--- src/include/status_filter_pkg.sv ---
// status_filter_pkg: constants and carrier types of the status condition group.
// assumes one 125 MHz clock and a command port driven by the remote-command parser.
//
// Overview of operation
// - condition bits track monitored states each cycle, no latching of past values.
// - condition register is 16 bits, read-only; unused positions read zero.
// - transient states bypass condition and filters, setting event bits directly.
// - a 0 to 1 change between consecutive samples is a rising transition.
// - a 1 to 0 change between consecutive samples is a falling transition.
// - two 16-bit filter registers: rising-edge mask and falling-edge mask.
// - rising transition sets event bit only when its rising-edge mask bit is 1.
// - falling transition sets event bit only when its falling-edge mask bit is 1.
// - both mask bits 1 pass either edge; both 0 pass none.
// - both masks read-write, kept through clear-status and queries.
// - power-on and reset command: rising mask all ones, falling mask all zeros.
// - event bits latch until event query or clear-status; more edges add nothing.
// - summary bit is OR over positions of event AND enable.
// - enable register read-write, unused positions ignored, kept through clears and queries.
package status_filter_pkg;

    localparam int          REG_W         = 16;
    localparam logic [15:0] RISE_MASK_RST = 16'hffff;
    localparam logic [15:0] FALL_MASK_RST = 16'h0000;
    localparam logic [15:0] ENABLE_RST    = 16'h0000;
    localparam logic [15:0] EVENT_RST     = 16'h0000;
    localparam logic [15:0] ZERO_WORD     = 16'h0000;

    // one status command per valid cycle
    typedef enum logic [3:0] {
        OP_READ_COND,
        OP_READ_EVENT,
        OP_READ_RISE,
        OP_WRITE_RISE,
        OP_READ_FALL,
        OP_WRITE_FALL,
        OP_READ_ENABLE,
        OP_WRITE_ENABLE,
        OP_CLEAR_STATUS,
        OP_RESET_CMD
    } cmd_op_t;

    typedef struct packed {
        cmd_op_t     op;
        logic [15:0] data;
    } cmd_t;

    typedef struct packed {
        logic        valid;
        logic [15:0] data;
    } resp_t;

endpackage
--- src/hdl/status_filter.sv ---
// status_filter: condition register, transition filters, event and enable registers
// of one status register group, with its summary bit.
// assumes condition and transient inputs are asynchronous pins; commands are same-clock.
`timescale 1ns/100ps
`default_nettype none

module status_filter
    import status_filter_pkg::*;
#(
    parameter logic [15:0] IMPL_MASK = 16'hffff,
    parameter logic [15:0] USED_MASK = 16'hffff
)
(
    // clock and reset
    input  wire logic  CLK,
    input  wire logic  RSTN,
    // monitored instrument states
    input  wire logic [REG_W-1:0] COND_IN,
    input  wire logic [REG_W-1:0] TRANSIENT_IN,
    // status command port
    input  wire logic  CMD_VALID,
    input  wire cmd_t  CMD,
    // query answer and summary
    output var  resp_t RESP,
    output logic       SUMMARY
);

    logic [REG_W-1:0] cond_meta_ff, cond_ff, cond_prev_ff;
    logic [REG_W-1:0] trans_meta_ff, trans_sync_ff, trans_prev_ff;
    logic [REG_W-1:0] rise_mask_ff, fall_mask_ff, enable_ff, event_ff;
    logic [REG_W-1:0] nxt_rise_mask, nxt_fall_mask, nxt_enable, nxt_event;
    logic [REG_W-1:0] rise, fall, rise_hit, fall_hit, trans_hit, clr;
    resp_t            resp_ff, nxt_resp;
    logic             summary_ff, nxt_summary;
    logic             cmd_rst, cmd_cls, cmd_qev;

    // input synchronisers; first stage only feeds the second
    always_ff @(posedge CLK or negedge RSTN)
    begin
        if (!RSTN)
        begin
            cond_meta_ff  <= ZERO_WORD;
            cond_ff       <= ZERO_WORD;
            cond_prev_ff  <= ZERO_WORD;
            trans_meta_ff <= ZERO_WORD;
            trans_sync_ff <= ZERO_WORD;
            trans_prev_ff <= ZERO_WORD;
        end
        else
        begin
            cond_meta_ff  <= COND_IN;
            cond_ff       <= cond_meta_ff & IMPL_MASK & USED_MASK;
            cond_prev_ff  <= cond_ff;
            trans_meta_ff <= TRANSIENT_IN;
            trans_sync_ff <= trans_meta_ff;
            trans_prev_ff <= trans_sync_ff;
        end
    end

    // edge detection per bit; a held transient level counts once
    genvar gi;
    generate
        for (gi = 0; gi < REG_W; gi++)
        begin : g_bit
            assign rise[gi]      = cond_ff[gi] & ~cond_prev_ff[gi];
            assign fall[gi]      = ~cond_ff[gi] & cond_prev_ff[gi];
            assign rise_hit[gi]  = rise[gi] & rise_mask_ff[gi];
            assign fall_hit[gi]  = fall[gi] & fall_mask_ff[gi];
            assign trans_hit[gi] = trans_sync_ff[gi] & ~trans_prev_ff[gi]
                                   & ~IMPL_MASK[gi] & USED_MASK[gi];
        end
    endgenerate

    assign cmd_rst = CMD_VALID && CMD.op == OP_RESET_CMD;
    assign cmd_cls = CMD_VALID && CMD.op == OP_CLEAR_STATUS;
    assign cmd_qev = CMD_VALID && CMD.op == OP_READ_EVENT;
    assign clr     = (cmd_cls || cmd_qev) ? USED_MASK : ZERO_WORD;

    always_comb
    begin
        nxt_rise_mask = rise_mask_ff;
        nxt_fall_mask = fall_mask_ff;
        nxt_enable    = enable_ff;
        nxt_resp      = '{valid: 1'b0, data: ZERO_WORD};
        // set wins over clear so nothing is lost to a query
        nxt_event     = (event_ff & ~clr) | rise_hit | fall_hit | trans_hit;
        if (CMD_VALID)
        begin
            case (CMD.op)
                OP_READ_COND:    nxt_resp = '{valid: 1'b1, data: cond_ff};
                OP_READ_EVENT:   nxt_resp = '{valid: 1'b1, data: event_ff};
                OP_READ_RISE:    nxt_resp = '{valid: 1'b1, data: rise_mask_ff};
                OP_READ_FALL:    nxt_resp = '{valid: 1'b1, data: fall_mask_ff};
                OP_READ_ENABLE:  nxt_resp = '{valid: 1'b1, data: enable_ff};
                OP_WRITE_RISE:   nxt_rise_mask = CMD.data;
                OP_WRITE_FALL:   nxt_fall_mask = CMD.data;
                OP_WRITE_ENABLE: nxt_enable = CMD.data & USED_MASK;
                OP_RESET_CMD:
                begin
                    nxt_rise_mask = RISE_MASK_RST;
                    nxt_fall_mask = FALL_MASK_RST;
                end
                default:         nxt_resp = '{valid: 1'b0, data: ZERO_WORD};
            endcase
        end
        // summary from next values so it never lags the event register
        nxt_summary = |(nxt_event & nxt_enable);
    end

    always_ff @(posedge CLK or negedge RSTN)
    begin
        if (!RSTN)
        begin
            rise_mask_ff <= RISE_MASK_RST;
            fall_mask_ff <= FALL_MASK_RST;
            enable_ff    <= ENABLE_RST;
            event_ff     <= EVENT_RST;
            resp_ff      <= '{valid: 1'b0, data: ZERO_WORD};
            summary_ff   <= 1'b0;
        end
        else
        begin
            rise_mask_ff <= nxt_rise_mask;
            fall_mask_ff <= nxt_fall_mask;
            enable_ff    <= nxt_enable;
            event_ff     <= nxt_event;
            resp_ff      <= nxt_resp;
            summary_ff   <= nxt_summary;
        end
    end

    assign RESP    = resp_ff;
    assign SUMMARY = summary_ff;
endmodule

`default_nettype wire

--- config.mk ---
export PLATFORM = sky130hd
export DESIGN_NAME = status_filter
export DESIGN_NICKNAME = d
export VERILOG_FILES = /design/src/include/status_filter_pkg.sv /design/src/hdl/status_filter.sv
export SDC_FILE = /design/constraint.sdc
export NUM_CORES = 1
export LEC_CHECK = 0
export BUFFER_PORTS_ARGS = -buffer_cell sky130_fd_sc_hd__buf_4
export CELL_PAD_IN_SITES_DETAIL_PLACEMENT = 1
export CELL_PAD_IN_SITES_GLOBAL_PLACEMENT = 1
export CORE_ASPECT_RATIO = 1.25
export CORE_MARGIN = 8
export CORE_UTILIZATION = 37
export DETAILED_ROUTE_END_ITERATION = 8
export GPL_TIMING_DRIVEN = 1
export HOLD_SLACK_MARGIN = 0.02
export PLACE_DENSITY_LB_ADDON = 0.1
export SYNTH_ARGS = -nofsm -noshare
export SYNTH_HDL_FRONTEND = slang
export SYNTH_SLANG_ARGS = --single-unit
--- constraint.sdc ---
create_clock -name CLK -period 4.4 [get_ports CLK]
set_clock_uncertainty 0.15 [all_clocks]
set_input_delay 0.44 -clock CLK [delete_from_list [all_inputs] [get_ports CLK]]
set_output_delay 0.44 -clock CLK [all_outputs]
set_load 0.01 [all_outputs]
### Word level (Yosys, flattened, before mapping)

Index checks and enable logic that the tools add are counted.

| word-level totals | value |
|---|---|
| bits in registers | 130 |
| bits in latches | 0 |
| memory bits (writable) | 0 |
| memory bits (read-only) | 0 |
| input bits | 55 |
| output and inout port bits | 18 |
| word-level logic and storage cells | 136 |
| memories | 0 |

| operators by class | value |
|---|---|
| add/subtract/negate cells | 0 |
| multiply operators | 0 |
| divide/modulo/power cells | 0 |
| order comparisons | 0 |
| equal/unequal tests | 9 |
| shifts and indexed selects | 0 |
| muxes and demuxes | 7 |
| bitwise operators | 101 |
| reduce and logical (&&, ||, !) cells | 9 |

Operators by type and width:

| operator | number |
|---|---|
| $pmux 17 s5 | 1 |
| $and 1x1->1 | 64 |
| $pmux 16 s2 | 2 |
| $mux 16 | 3 |
| $and 16x16->16 | 2 |
| $not 1->1 | 32 |
| $or 16x16->16 | 2 |
| $mux 17 | 1 |
| $eq 4x3->1 const B | 4 |
| $not 16->16 | 1 |
| $reduce_or 16->1 | 1 |
| $eq 4x2->1 const B | 2 |
| $eq 4x4->1 const B | 2 |
| $eq 4x1->1 const B | 1 |
| $logic_not 4->1 | 1 |
| $reduce_and 2->1 | 2 |
| $reduce_bool 2->1 | 2 |
| $logic_and 1x1->1 | 2 |
| $logic_or 1x1->1 | 1 |

### Logic depth before layout (Yosys ltp)

Gate-level depths: netlist (run 1).

| depth | value |
|---|---|
| depth after elaboration | 10 |
| gate-level depth with buffers | 8 |
| depth with buffers taken out | 5 |

### Worst setup path before layout (run 1)

No wires, ideal clock.

| path | value |
|---|---|
| path type | input to register |
| start | input CMD[19] (netlist bit) |
| end | register summary_ff (netlist: SUMMARY) |
| library setup time | 0.139 ns |
| arrival | 1.970 ns |
| data required time | 4.111 ns |
| slack | 2.141 ns |
| cell stages on the path | 7 |
| path buffers | 2 |
| path through | buf_2 and4b_1 clkbuf_1 a21boi_0 o22ai_1 o2111ai_1 or4_1 |

| between the ends | value |
|---|---|
| cells in the longest elaborated chain, start to end | 10 |
| elaborated cells on any way between the ends | 15 |
| those cells by class | eq/ne (3); mux (3); bitwise (5); reduce/logical (4) |

RTL lines:

| item | line | text |
|---|---|---|
| start: declaration | status_filter.sv:22 | `input wire cmd_t CMD,` |
| $eq 4x4->1 or $eq 4x1->1 (tied branches) | status_filter.sv:75, status_filter.sv:76 |  |
| $logic_and 1x1->1 (on tied branches) | status_filter.sv:75, status_filter.sv:76 |  |
| $logic_or 1x1->1 | status_filter.sv:77 | `assign clr = (cmd_cls \|\| cmd_qev) ? USED_MASK : ZERO_WORD;` |
| $mux 16 | status_filter.sv:77 |  |
| $not 16->16 | status_filter.sv:86 | `nxt_event = (event_ff & ~clr) \| rise_hit \| fall_hit \| trans_hit;` |
| $and 16x16->16 | status_filter.sv:86 |  |
| $or 16x16->16 (2 in a row) | status_filter.sv:86 |  |
| $and 16x16->16 (*) | status_filter.sv:107 | `nxt_summary = \|(nxt_event & nxt_enable);` |
| $reduce_or 16->1 (*) | status_filter.sv:107 |  |
| named net nxt_summary | status_filter.sv:34 | `logic summary_ff, nxt_summary;` |
| end signal: assignment | status_filter.sv:128 | `summary_ff <= nxt_summary;` |
| end: declaration | status_filter.sv:34 |  |

The timed path passes the listed nets; every way through them passes the cells marked *.
A chain may end at the register's enable or synchronous reset.

### Worst setup path in the final report (run 1)

| path | value |
|---|---|
| start | input CMD[17] (netlist bit) |
| end | register summary_ff (netlist: SUMMARY) |

Same word-level chain as after synthesis.

==> impl_metrics.py, run 1 <==
metrics = {
    "detailed_routing": {
        "wl_met1_mm": 6.37,
        "wl_per_cell_um": 20.0,
        "avgViaCountPerCell": 5.33,
        "drc": 0,
        "firstDrtPassIters": 5,
        "ant_nets": 0,
        "routed_wl_mm": 15.0,
        "met2_length_mm": 7.76,
        "routed.top_layer": "met4",
        "vias": 4002,
        "first_iter_violations": 253,
        "wl_met3_um": 596,
    },
    "layout": {
        "post-route-util_pct": 47.2,
        "area_growth_pct": 26.5,
        "drive_gt1_share_pct": 25.1,
        "finalNonFillerCells": 751,
        "diodes": 0,
        "nNetsFinal": 615,
    },
    "floorplanning": {
        "std_cell_rows": 49,
        "core_area_mm2": 0.0142,
        "dieArea_mm2": 0.0185,
        "chipHeight_um": 150,
        "die_width_um": 123,
        "pin_count": 73,
        "initial_core_util_pct": 37.4,
    },
    "yosys": {
        "synthFlopType": "dfrtp_1",
        "async_flop_share_pct": 100,
        "yosys-top-cells-area": "dfrtp_1, dfstp_2, nand2_1",
        "synth_top_area_share_pct": 53.7,
        "ys_ff_latch": 130,
        "netlist_area_mm2": 0.00531,
        "yosys.cell_types.count": 31,
        "synth_top_area_cell": "dfrtp_1",
        "ys_seq_area_share_pct": 61.6,
        "synth_edf_count": 0,
        "yosys_warnings": 0,
        "avgSynthCellArea_um2": 10.9,
        "syn_nets": 543,
        "postSynthCellCount": 488,
    },
    "worst_setup_path": {
        "required_ns": 4.53,
        "critical_path.cell_chain": "buf_4 -> and4b_1 -> nand2_1 -> mux2i_1 -> o2111ai_1 -> or4_1",
        "critPathArrivalTime_ns": 2.73,
        "crit_fanout": 23,
        "crit_path_start_kind": "input pin",
        "cp_top_family": "simple AND/OR/NAND/NOR gates",
        "cpMaxStageDelayCell": "and4b_1",
        "path_class": "in2reg",
        "cp_slowest_stage_delay_ns": 0.62,
        "worstSetupEndpointType": "register",
        "crit_buf_inv": 1,
    },
    "place": {
        "dpl.hpwl_mm": 9.64,
        "placedCellCount": 702,
        "port_buffers": 56,
        "place.gp.congestion": 0.743,
        "place_worst_setup_slack_ns": 1.38,
    },
    "clocking": {
        "cts_max_path_buffers": 2,
        "cts_root_buf": "clkbuf_16",
        "numCtsBuffers": 17,
        "cts_tree": "built",
        "cts_max_level": 4,
        "clkTransAtPathRegs_ns": 0.06,
        "cts_resized": 0,
        "cts.sinks": 130,
        "clk_latency_ns": 0.42,
    },
    "power_and_ir_drop": {
        "power_mw": 3.38,
        "pwr_density_cell_mw_per_mm2": 503,
        "leakagePower_nw": 3.03,
        "vdd_drop_max_uv": 269,
    },
    "grt": {
        "grt_overflow_total": 0,
        "antenna_found_initial": 0,
        "grt_pass1_wl_mm": 24.6,
        "grt_pass1_vias": 4452,
        "grt_usage_pct": 17.8,
        "grt_max_degree": 98,
    },
    "sta": {
        "slew_headroom_pct": 28.4,
        "hold_viol": 0,
        "finalSetupViolations": 0,
        "timing.final.ws_setup_ns": 1.81,
        "fmax_mhz": 386,
        "period_needed_ns": 2.59,
        "worstMarginPinSlew_ns": 1.07,
        "fin_setup_tns_ns": 0,
        "rsz0062_at_grt": "no",
        "period_share_pct": 58.9,
        "drv_slew": 0,
    },
    "job": {
        "cap_violations": 0,
    },
    "worst_hold_path": {
        "worstHoldPathType": "in2reg",
    },
    "status": {
        "status": "finished, final reports clean",
    },
}
[tightest hold or removal path, delay by kind of cell]
| family | cells | cell delay [ns] |
|---|---|---|
| AOI/OAI and AO/OA | 1 | 0.06 |
| and+or+nand+nor | 1 | 0.04 |
| buffers and inverters | 1 | 0.12 |
[per-stage QoR]
step / area, um^2 / hold WS, ns
global placement: 5940 / 0.183
CTS: 6720 / 0.129
finish: 6720 / 0.138
floorplan: 5310 / -0.00559
global route: 6720 / 0.148
detailed placement: 5940 / 0.186
[per-layer routing]
metal	track usage (%)	up-vias
met3	3.62	21
met1	21.6	2044
met5	0	-
met4	7.24	0
li1	-	1857
met2	29.9	80
[where the power goes]
part           internal (mW)  switching [mW]  total, mW
registers               1.38           0.107       1.49
logic                  0.205           0.235      0.440
clock network          0.919           0.526       1.45
[layout by cell type (no fill, tap or decap), drive strengths merged]
master       instances
and4b                1
nand2b               3
a21oi               21
xnor2                2
clkbuf              19
mux2i               17
a222oi              13
bufinv               3
or2                 25
and2                 1
nor2                50
or3b                 1
mux4                 3
o21ai               47
a21boi              12
nand2               63
inv                 10
clkinvlp             3
buf                 62
nand3b              17
nor3                 2
nor4b                1
and3                12
clkinv               6
or4                  1
dlygate4sd3         17
a22oi                3
o2111ai              4
o22ai               12
dfrtp              114
dfstp               16
o21a                12
[cells by family after synthesis]
group,synth area share (%)
flops,61.6
xor+xnor,0.330
simple gates,16.1
compound gates,14.7
buf+inv,2.73
mux,4.47
[flip-flops by register name, summed over array words and instances (netlist names)]
signal / count
RESP: 17
cond_ff: 16
cond_meta_ff: 16
cond_prev_ff: 16
enable_ff: 16
event_ff: 16
fall_mask_ff: 16
rise_mask_ff: 16
SUMMARY: 1
[Yosys cell counts, types with 13 or more instances]
library cell  number
dfrtp_1          114
nand2_1           63
nor2_1            50
o21ai_0           47
or2_2             24
a21oi_1           21
clkbuf_1          20
mux2i_1           17
nand3b_1          17
dfstp_2           16
a222oi_1          13
[final cells by class]
cell class | instances | area, um^2
fill | 1546 | 7500
sequential | 130 | 3270
multi-input combinational | 323 | 1940
timing repair buffer | 79 | 639
clock buffer | 19 | 453
tap | 178 | 223
clock inverter | 13 | 159
inverter | 9 | 33.8
[timing repair]
item,CTS,global route
setup endpoints to repair,0,0
setup buffers,0,0
hold buffers,17,0
hold endpoints to repair,46,0
[path summary, 6_finish.rpt]
kind                                 startpoint               to  slack (ns)  cells after the start
worst max register to register       cond_ff[1]          SUMMARY        2.49                      5
worst max-delay path                    CMD[17]          SUMMARY        1.81                      6
min in group asynchronous                  RSTN  cond_prev_ff[1]        0.54                      2
max in group asynchronous                  RSTN  rise_mask_ff[9]        2.54                      3
worst min register to register  cond_meta_ff[3]       cond_ff[3]        0.20                      0
worst min-delay path                     CMD[9]  fall_mask_ff[9]        0.14                      3
(Power assumes the default switching activity.)
==> inputs of run 2 (changes only) <==
==> constraint.sdc (replaced) <==
create_clock -name CLK -period 2.7 [get_ports CLK]
set_clock_uncertainty 0.15 [all_clocks]
set_input_delay 0.27 -clock CLK [delete_from_list [all_inputs] [get_ports CLK]]
set_output_delay 0.27 -clock CLK [all_outputs]
set_load 0.01 [all_outputs]
==> run 2 against run 1 <==
Effect of this change: via count increased by 2.6%; final cell count grew 3.9%; utilization grew 2.0 points; non-clock buffer count is 29 higher; power up 66%; clock power grew 67%; register-to-register slack lost 1.8 ns.
==> impl_metrics.py, run 2 (same netlist as run 1, synthesis figures left out) <==
metrics = {
    "layout": {
        "diodes": 0,
        "finalNonFillerCells": 780,
        "multi_input_area_mm2": 0.00191,
        "final_common_cell": "dfrtp_1",
        "area_growth_pct": 31.7,
        "drive_gt1_share_pct": 25.4,
        "final_cell_mix": "dfrtp_1, buf_4, nand2_1",
        "nNetsFinal": 644,
        "seqCellArea_mm2": 0.00327,
        "fillerInstances": 1529,
        "largest_reg_flops": 17,
        "postLayoutCellArea_mm2": 0.00700,
    },
    "power_and_ir_drop": {
        "power.switching_mw": 1.40,
        "leakagePower_nw": 3.16,
        "power_mw": 5.61,
        "combPwrFrac_pct": 13.4,
        "intPower_mw": 4.22,
        "p_sw_share_pct": 24.9,
        "p_seq_share_pct": 43.4,
        "clkPwrFrac_pct": 43.2,
        "vdd_drop_max_uv": 486,
        "pwr_density_cell_mw_per_mm2": 802,
    },
    "clocking": {
        "cts_max_path_buffers": 2,
        "numCtsBuffers": 17,
        "clk_latency_ns": 0.42,
        "cts_resized": 0,
        "post-cts-setup-buffer-count": 0,
        "clkTransAtPathRegs_ns": 0.05,
        "cts_max_level": 4,
        "hold_buffers": 33,
        "cts.sinks": 130,
        "cts_root_buf": "clkbuf_16",
        "cts_tree": "built",
    },
    "sta": {
        "hold_viol": 0,
        "slew_headroom_pct": 57.4,
        "period_needed_ns": 2.12,
        "fin_setup_tns_ns": 0,
        "hold_ws_ns": 0.151,
        "drv_slew": 0,
        "period_share_pct": 78.5,
        "rsz0062_at_grt": "no",
        "fmax_mhz": 472,
        "worstMarginPinSlew_ns": 0.639,
        "finalSetupViolations": 0,
    },
    "floorplanning": {
        "die_width_um": 123,
        "dieArea_mm2": 0.0185,
        "pin_count": 73,
        "std_cell_rows": 49,
        "chipHeight_um": 150,
        "initial_core_util_pct": 37.4,
        "core_area_mm2": 0.0142,
    },
    "detailed_routing": {
        "ant_nets": 0,
        "first_iter_violations": 207,
        "wl_met3_um": 618,
        "routed_wl_mm": 15.4,
        "wl_per_cell_um": 19.7,
        "met2_length_mm": 8.28,
        "firstDrtPassIters": 4,
        "drc": 0,
        "wl_met1_mm": 6.32,
        "routed.top_layer": "met4",
        "vias": 4106,
        "avgViaCountPerCell": 5.26,
    },
    "worst_setup_path": {
        "rrSetupSlack_ns": 0.74,
        "worstSetupEndpointType": "register",
        "r2r-end": "SUMMARY",
        "r2r-start": "cond_ff[2]",
        "crit_fanout": 13,
        "rr_worst_depth": 5,
        "crit_path_start_kind": "input pin",
        "critPathArrivalTime_ns": 2.25,
        "required_ns": 2.83,
        "path_class": "in2reg",
    },
    "place": {
        "port_buffers": 56,
        "placed_area_mm2": 0.00603,
        "placedCellCount": 715,
        "dpl.hpwl_mm": 10.0,
        "place.gp.congestion": 0.769,
    },
    "grt": {
        "grt_max_degree": 72,
        "grt_pass1_vias": 4628,
        "grt_overflow_total": 0,
        "grt_usage_pct": 17.8,
        "antenna_found_initial": 0,
        "grt_pass1_wl_mm": 24.8,
    },
    "job": {
        "cap_violations": 0,
    },
    "worst_hold_path": {
        "worstHoldPathType": "in2async",
    },
    "status": {
        "status": "finished, final reports clean",
    },
}
run 2: how the worst max path moves through the flow:
stage	slack [ns]	from	endpoint
finish	0.58	CMD[17]	SUMMARY
global route	0.51	CMD[17]	SUMMARY
CTS	0.58	CMD[17]	SUMMARY
detailed placement	0.14	CMD[17]	SUMMARY
global placement	0.22	CMD[17]	SUMMARY
floorplan	0.61	CMD[19]	SUMMARY
run 2: critical path: stages:
cell       delay, ns
buf_4           0.17
or3b_4          0.52
or2_1           0.35
a21oi_1         0.25
o2111ai_1       0.16
or4_1           0.53
run 2: final cells by class:
type | count | area share [%]
flip-flops and latches | 130 | 46.8
multi-input cells | 323 | 27.3
repair buffers | 108 | 13.2
clock buffers | 24 | 7.31
well taps | 178 | 3.18
clock inverters | 8 | 1.75
inverters | 9 | 0.483
run 2: through the flow:
step                worst slack (ns)  util (%)
detailed placement             0.139      42.4
global route                   0.509      49.2
finish                         0.579      49.2
global placement               0.222      42.4
floorplan                      0.611         -
CTS                            0.584      49.2
run 2: power groups by stage:
stage / sequential (mW) / combinational (mW) / clock (mW)
floorplan: 2.41 / 0.458 / 0
global placement: 2.46 / 0.687 / 0
detailed placement: 2.47 / 0.719 / 0
CTS: 2.44 / 0.764 / 2.49
global route: 2.47 / 0.842 / 2.56
finish: 2.44 / 0.750 / 2.42
run 2: routing by layer:
layer | track usage (%) | up-vias
li1 | - | 1912
met1 | 20.2 | 2105
met2 | 31.8 | 78
met3 | 4.00 | 11
met4 | 6.46 | 0
met5 | 0 | -
==> inputs of run 3 (changes only) <==
==> constraint.sdc (replaced) <==
create_clock -name CLK -period 2.05 [get_ports CLK]
set_clock_uncertainty 0.15 [all_clocks]
set_input_delay 0.205 -clock CLK [delete_from_list [all_inputs] [get_ports CLK]]
set_output_delay 0.205 -clock CLK [all_outputs]
set_load 0.01 [all_outputs]
==> run 3 against run 2 <==
Effect of this change: sequential share of layout area decreased by 0.76 points; power increased by 28%; first-iteration DRC count increased by 24%; final cell count increased by 2.2%; design area increased by 1.6%; die area unchanged; non-clock buffer count increased by 17; critical path depth increased by 1; via count increased by 1.6%; utilization increased by 0.81 points; highest routed layer unchanged; setup slack got worse by 0.39 ns.
==> impl_metrics.py, run 3 (same netlist as run 1, synthesis figures left out) <==
metrics = {
    "floorplanning": {
        "chipHeight_um": 150,
        "dieArea_mm2": 0.0185,
        "initial_core_util_pct": 37.4,
        "die_width_um": 123,
        "std_cell_rows": 49,
        "core_area_mm2": 0.0142,
        "pin_count": 73,
    },
    "worst_setup_path": {
        "crit_buf_inv": 2,
        "rr_worst_depth": 5,
        "r2r-start": "cond_ff[1]",
        "critPathArrivalTime_ns": 2.00,
        "crit_fanout": 7,
        "r2r-end": "SUMMARY",
        "crit_cells": 7,
        "worstSetupEndpointType": "register",
        "critical_path.cell_chain": "buf_4 -> or3b_4 -> buf_4 -> o21a_1 -> o22ai_1 -> o2111ai_1 -> or4_1",
        "rrSetupSlack_ns": 0.21,
        "path_class": "in2reg",
        "crit_path_start_kind": "input pin",
        "cpMaxStageDelayCell": "or4_1",
        "cp-startpoint": "CMD[17]",
        "crit_path_end": "SUMMARY",
        "cp_slowest_stage_delay_ns": 0.49,
        "cp_top_family": "simple AND/OR/NAND/NOR gates",
        "crit_top_cell": "buf_4",
        "required_ns": 2.19,
    },
    "place": {
        "port_buffers": 56,
        "placedCellCount": 732,
        "dpl.hpwl_mm": 11.0,
        "place.gp.congestion": 0.797,
    },
    "job": {
        "cap_violations": 0,
    },
    "power_and_ir_drop": {
        "leakagePower_nw": 3.24,
        "pwr_density_cell_mw_per_mm2": 1010,
        "vdd_drop_max_uv": 655,
        "power_mw": 7.20,
    },
    "sta": {
        "rsz0062_at_grt": "no",
        "slew_headroom_pct": 43.5,
        "fmax_mhz": 538,
        "finalSetupViolations": 0,
        "period_needed_ns": 1.86,
        "hold_ws_ns": 0.142,
        "drv_slew": 0,
        "fin_setup_tns_ns": 0,
        "period_share_pct": 90.7,
        "hold_viol": 0,
        "worstMarginPinSlew_ns": 0.845,
    },
    "clocking": {
        "cts_max_path_buffers": 2,
        "cts_tree": "built",
        "cts_root_buf": "clkbuf_16",
        "clk_latency_ns": 0.42,
        "clkTransAtPathRegs_ns": 0.05,
        "numCtsBuffers": 17,
        "cts_max_level": 4,
        "cts.sinks": 130,
    },
    "worst_hold_path": {
        "worstHoldPathType": "in2async",
    },
    "grt": {
        "grt_max_degree": 46,
        "grt_usage_pct": 18.6,
        "antenna_found_initial": 0,
        "grt_overflow_total": 0,
        "grt_pass1_vias": 4578,
        "grt_pass1_wl_mm": 25.8,
    },
    "layout": {
        "nNetsFinal": 661,
        "diodes": 0,
        "finalNonFillerCells": 797,
        "drive_gt1_share_pct": 26.7,
        "fillerInstances": 1575,
        "post-route-util_pct": 50.0,
        "largest_reg_flops": 17,
        "area_growth_pct": 33.9,
        "final_cell_mix": "dfrtp_1, buf_4, nand2_1",
        "final_common_cell": "dfrtp_1",
    },
    "detailed_routing": {
        "avgViaCountPerCell": 5.24,
        "firstDrtPassIters": 5,
        "wl_per_cell_um": 20.2,
        "first_iter_violations": 256,
        "drc": 0,
        "vias": 4173,
        "ant_nets": 0,
        "routed_wl_mm": 16.1,
    },
    "status": {
        "status": "finished, final reports clean",
    },
}
run 3: cell count changes in the layout (fill, tap and decap cells not counted):
cell / delta
clkinvlp_4: -2
bufinv_16: -1
clkinv_2: +1
clkbuf_8: -3
buf_12: +4
clkbuf_1: +5
buf_4: +13
run 3: worst min path at each step:
stage	start	slack, ns	depth (start not counted)	endpoint
finish	RSTN	0.14	2	cond_ff[15]
global route	CMD[18]	0.18	4	event_ff[2]
CTS	RSTN	0.16	2	cond_ff[15]
detailed placement	RSTN	0.04	1	cond_ff[15]
global placement	RSTN	0.03	1	cond_prev_ff[1]
floorplan	RSTN	-0.24	0	RESP[0]
run 3: layout make-up:
type	instances	area, um^2	share of cell area, %
timing repair buffer	125	1100	15.5
clock inverter	6	82.6	1.16
sequential	130	3270	46.0
multi-input combinational	323	1910	26.9
tap	178	223	3.13
clock buffer	26	489	6.88
inverter	9	33.8	0.475
run 3: repair_timing:
item                      CTS  global route
setup buffers               0             0
gates resized for setup     0             0
hold buffers               33             0
hold endpoints to repair  155             0
run 3: routing by layer:
metal  up-vias  part of all wire, %  track usage (%)
li1       1942                    -                -
met1      2147                   42             21.6
met2        69                   53             32.2
met3        15                  3.3             4.53
met4         0                  1.3             7.00
met5         -                    0                0
run 3: worst register-to-register path, cell delays in order (launching register included):
cell       delay, ns
dfrtp_1         0.37
nand3b_1        0.11
o21ai_0         0.17
o22ai_1         0.25
o2111ai_1       0.17
or4_1           0.49
run 3: power breakdown:
part           internal [mW]  leakage, nW  total [mW]  switching, mW
Combinational          0.511         1.42        1.04          0.528
Sequential              2.97         1.54        3.22          0.243
Clock                   1.88        0.278        2.94           1.06
Total                   5.36         3.24        7.20           1.83
run 3: through the flow:
stage,setup slack (ns),cell area (um^2)
after detailed placement,-0.240,6210
after CTS,0.189,7110
final,0.190,7110
after global placement,-0.180,6210
after floorplan,0.0263,5310
after global routing,0.0761,7110
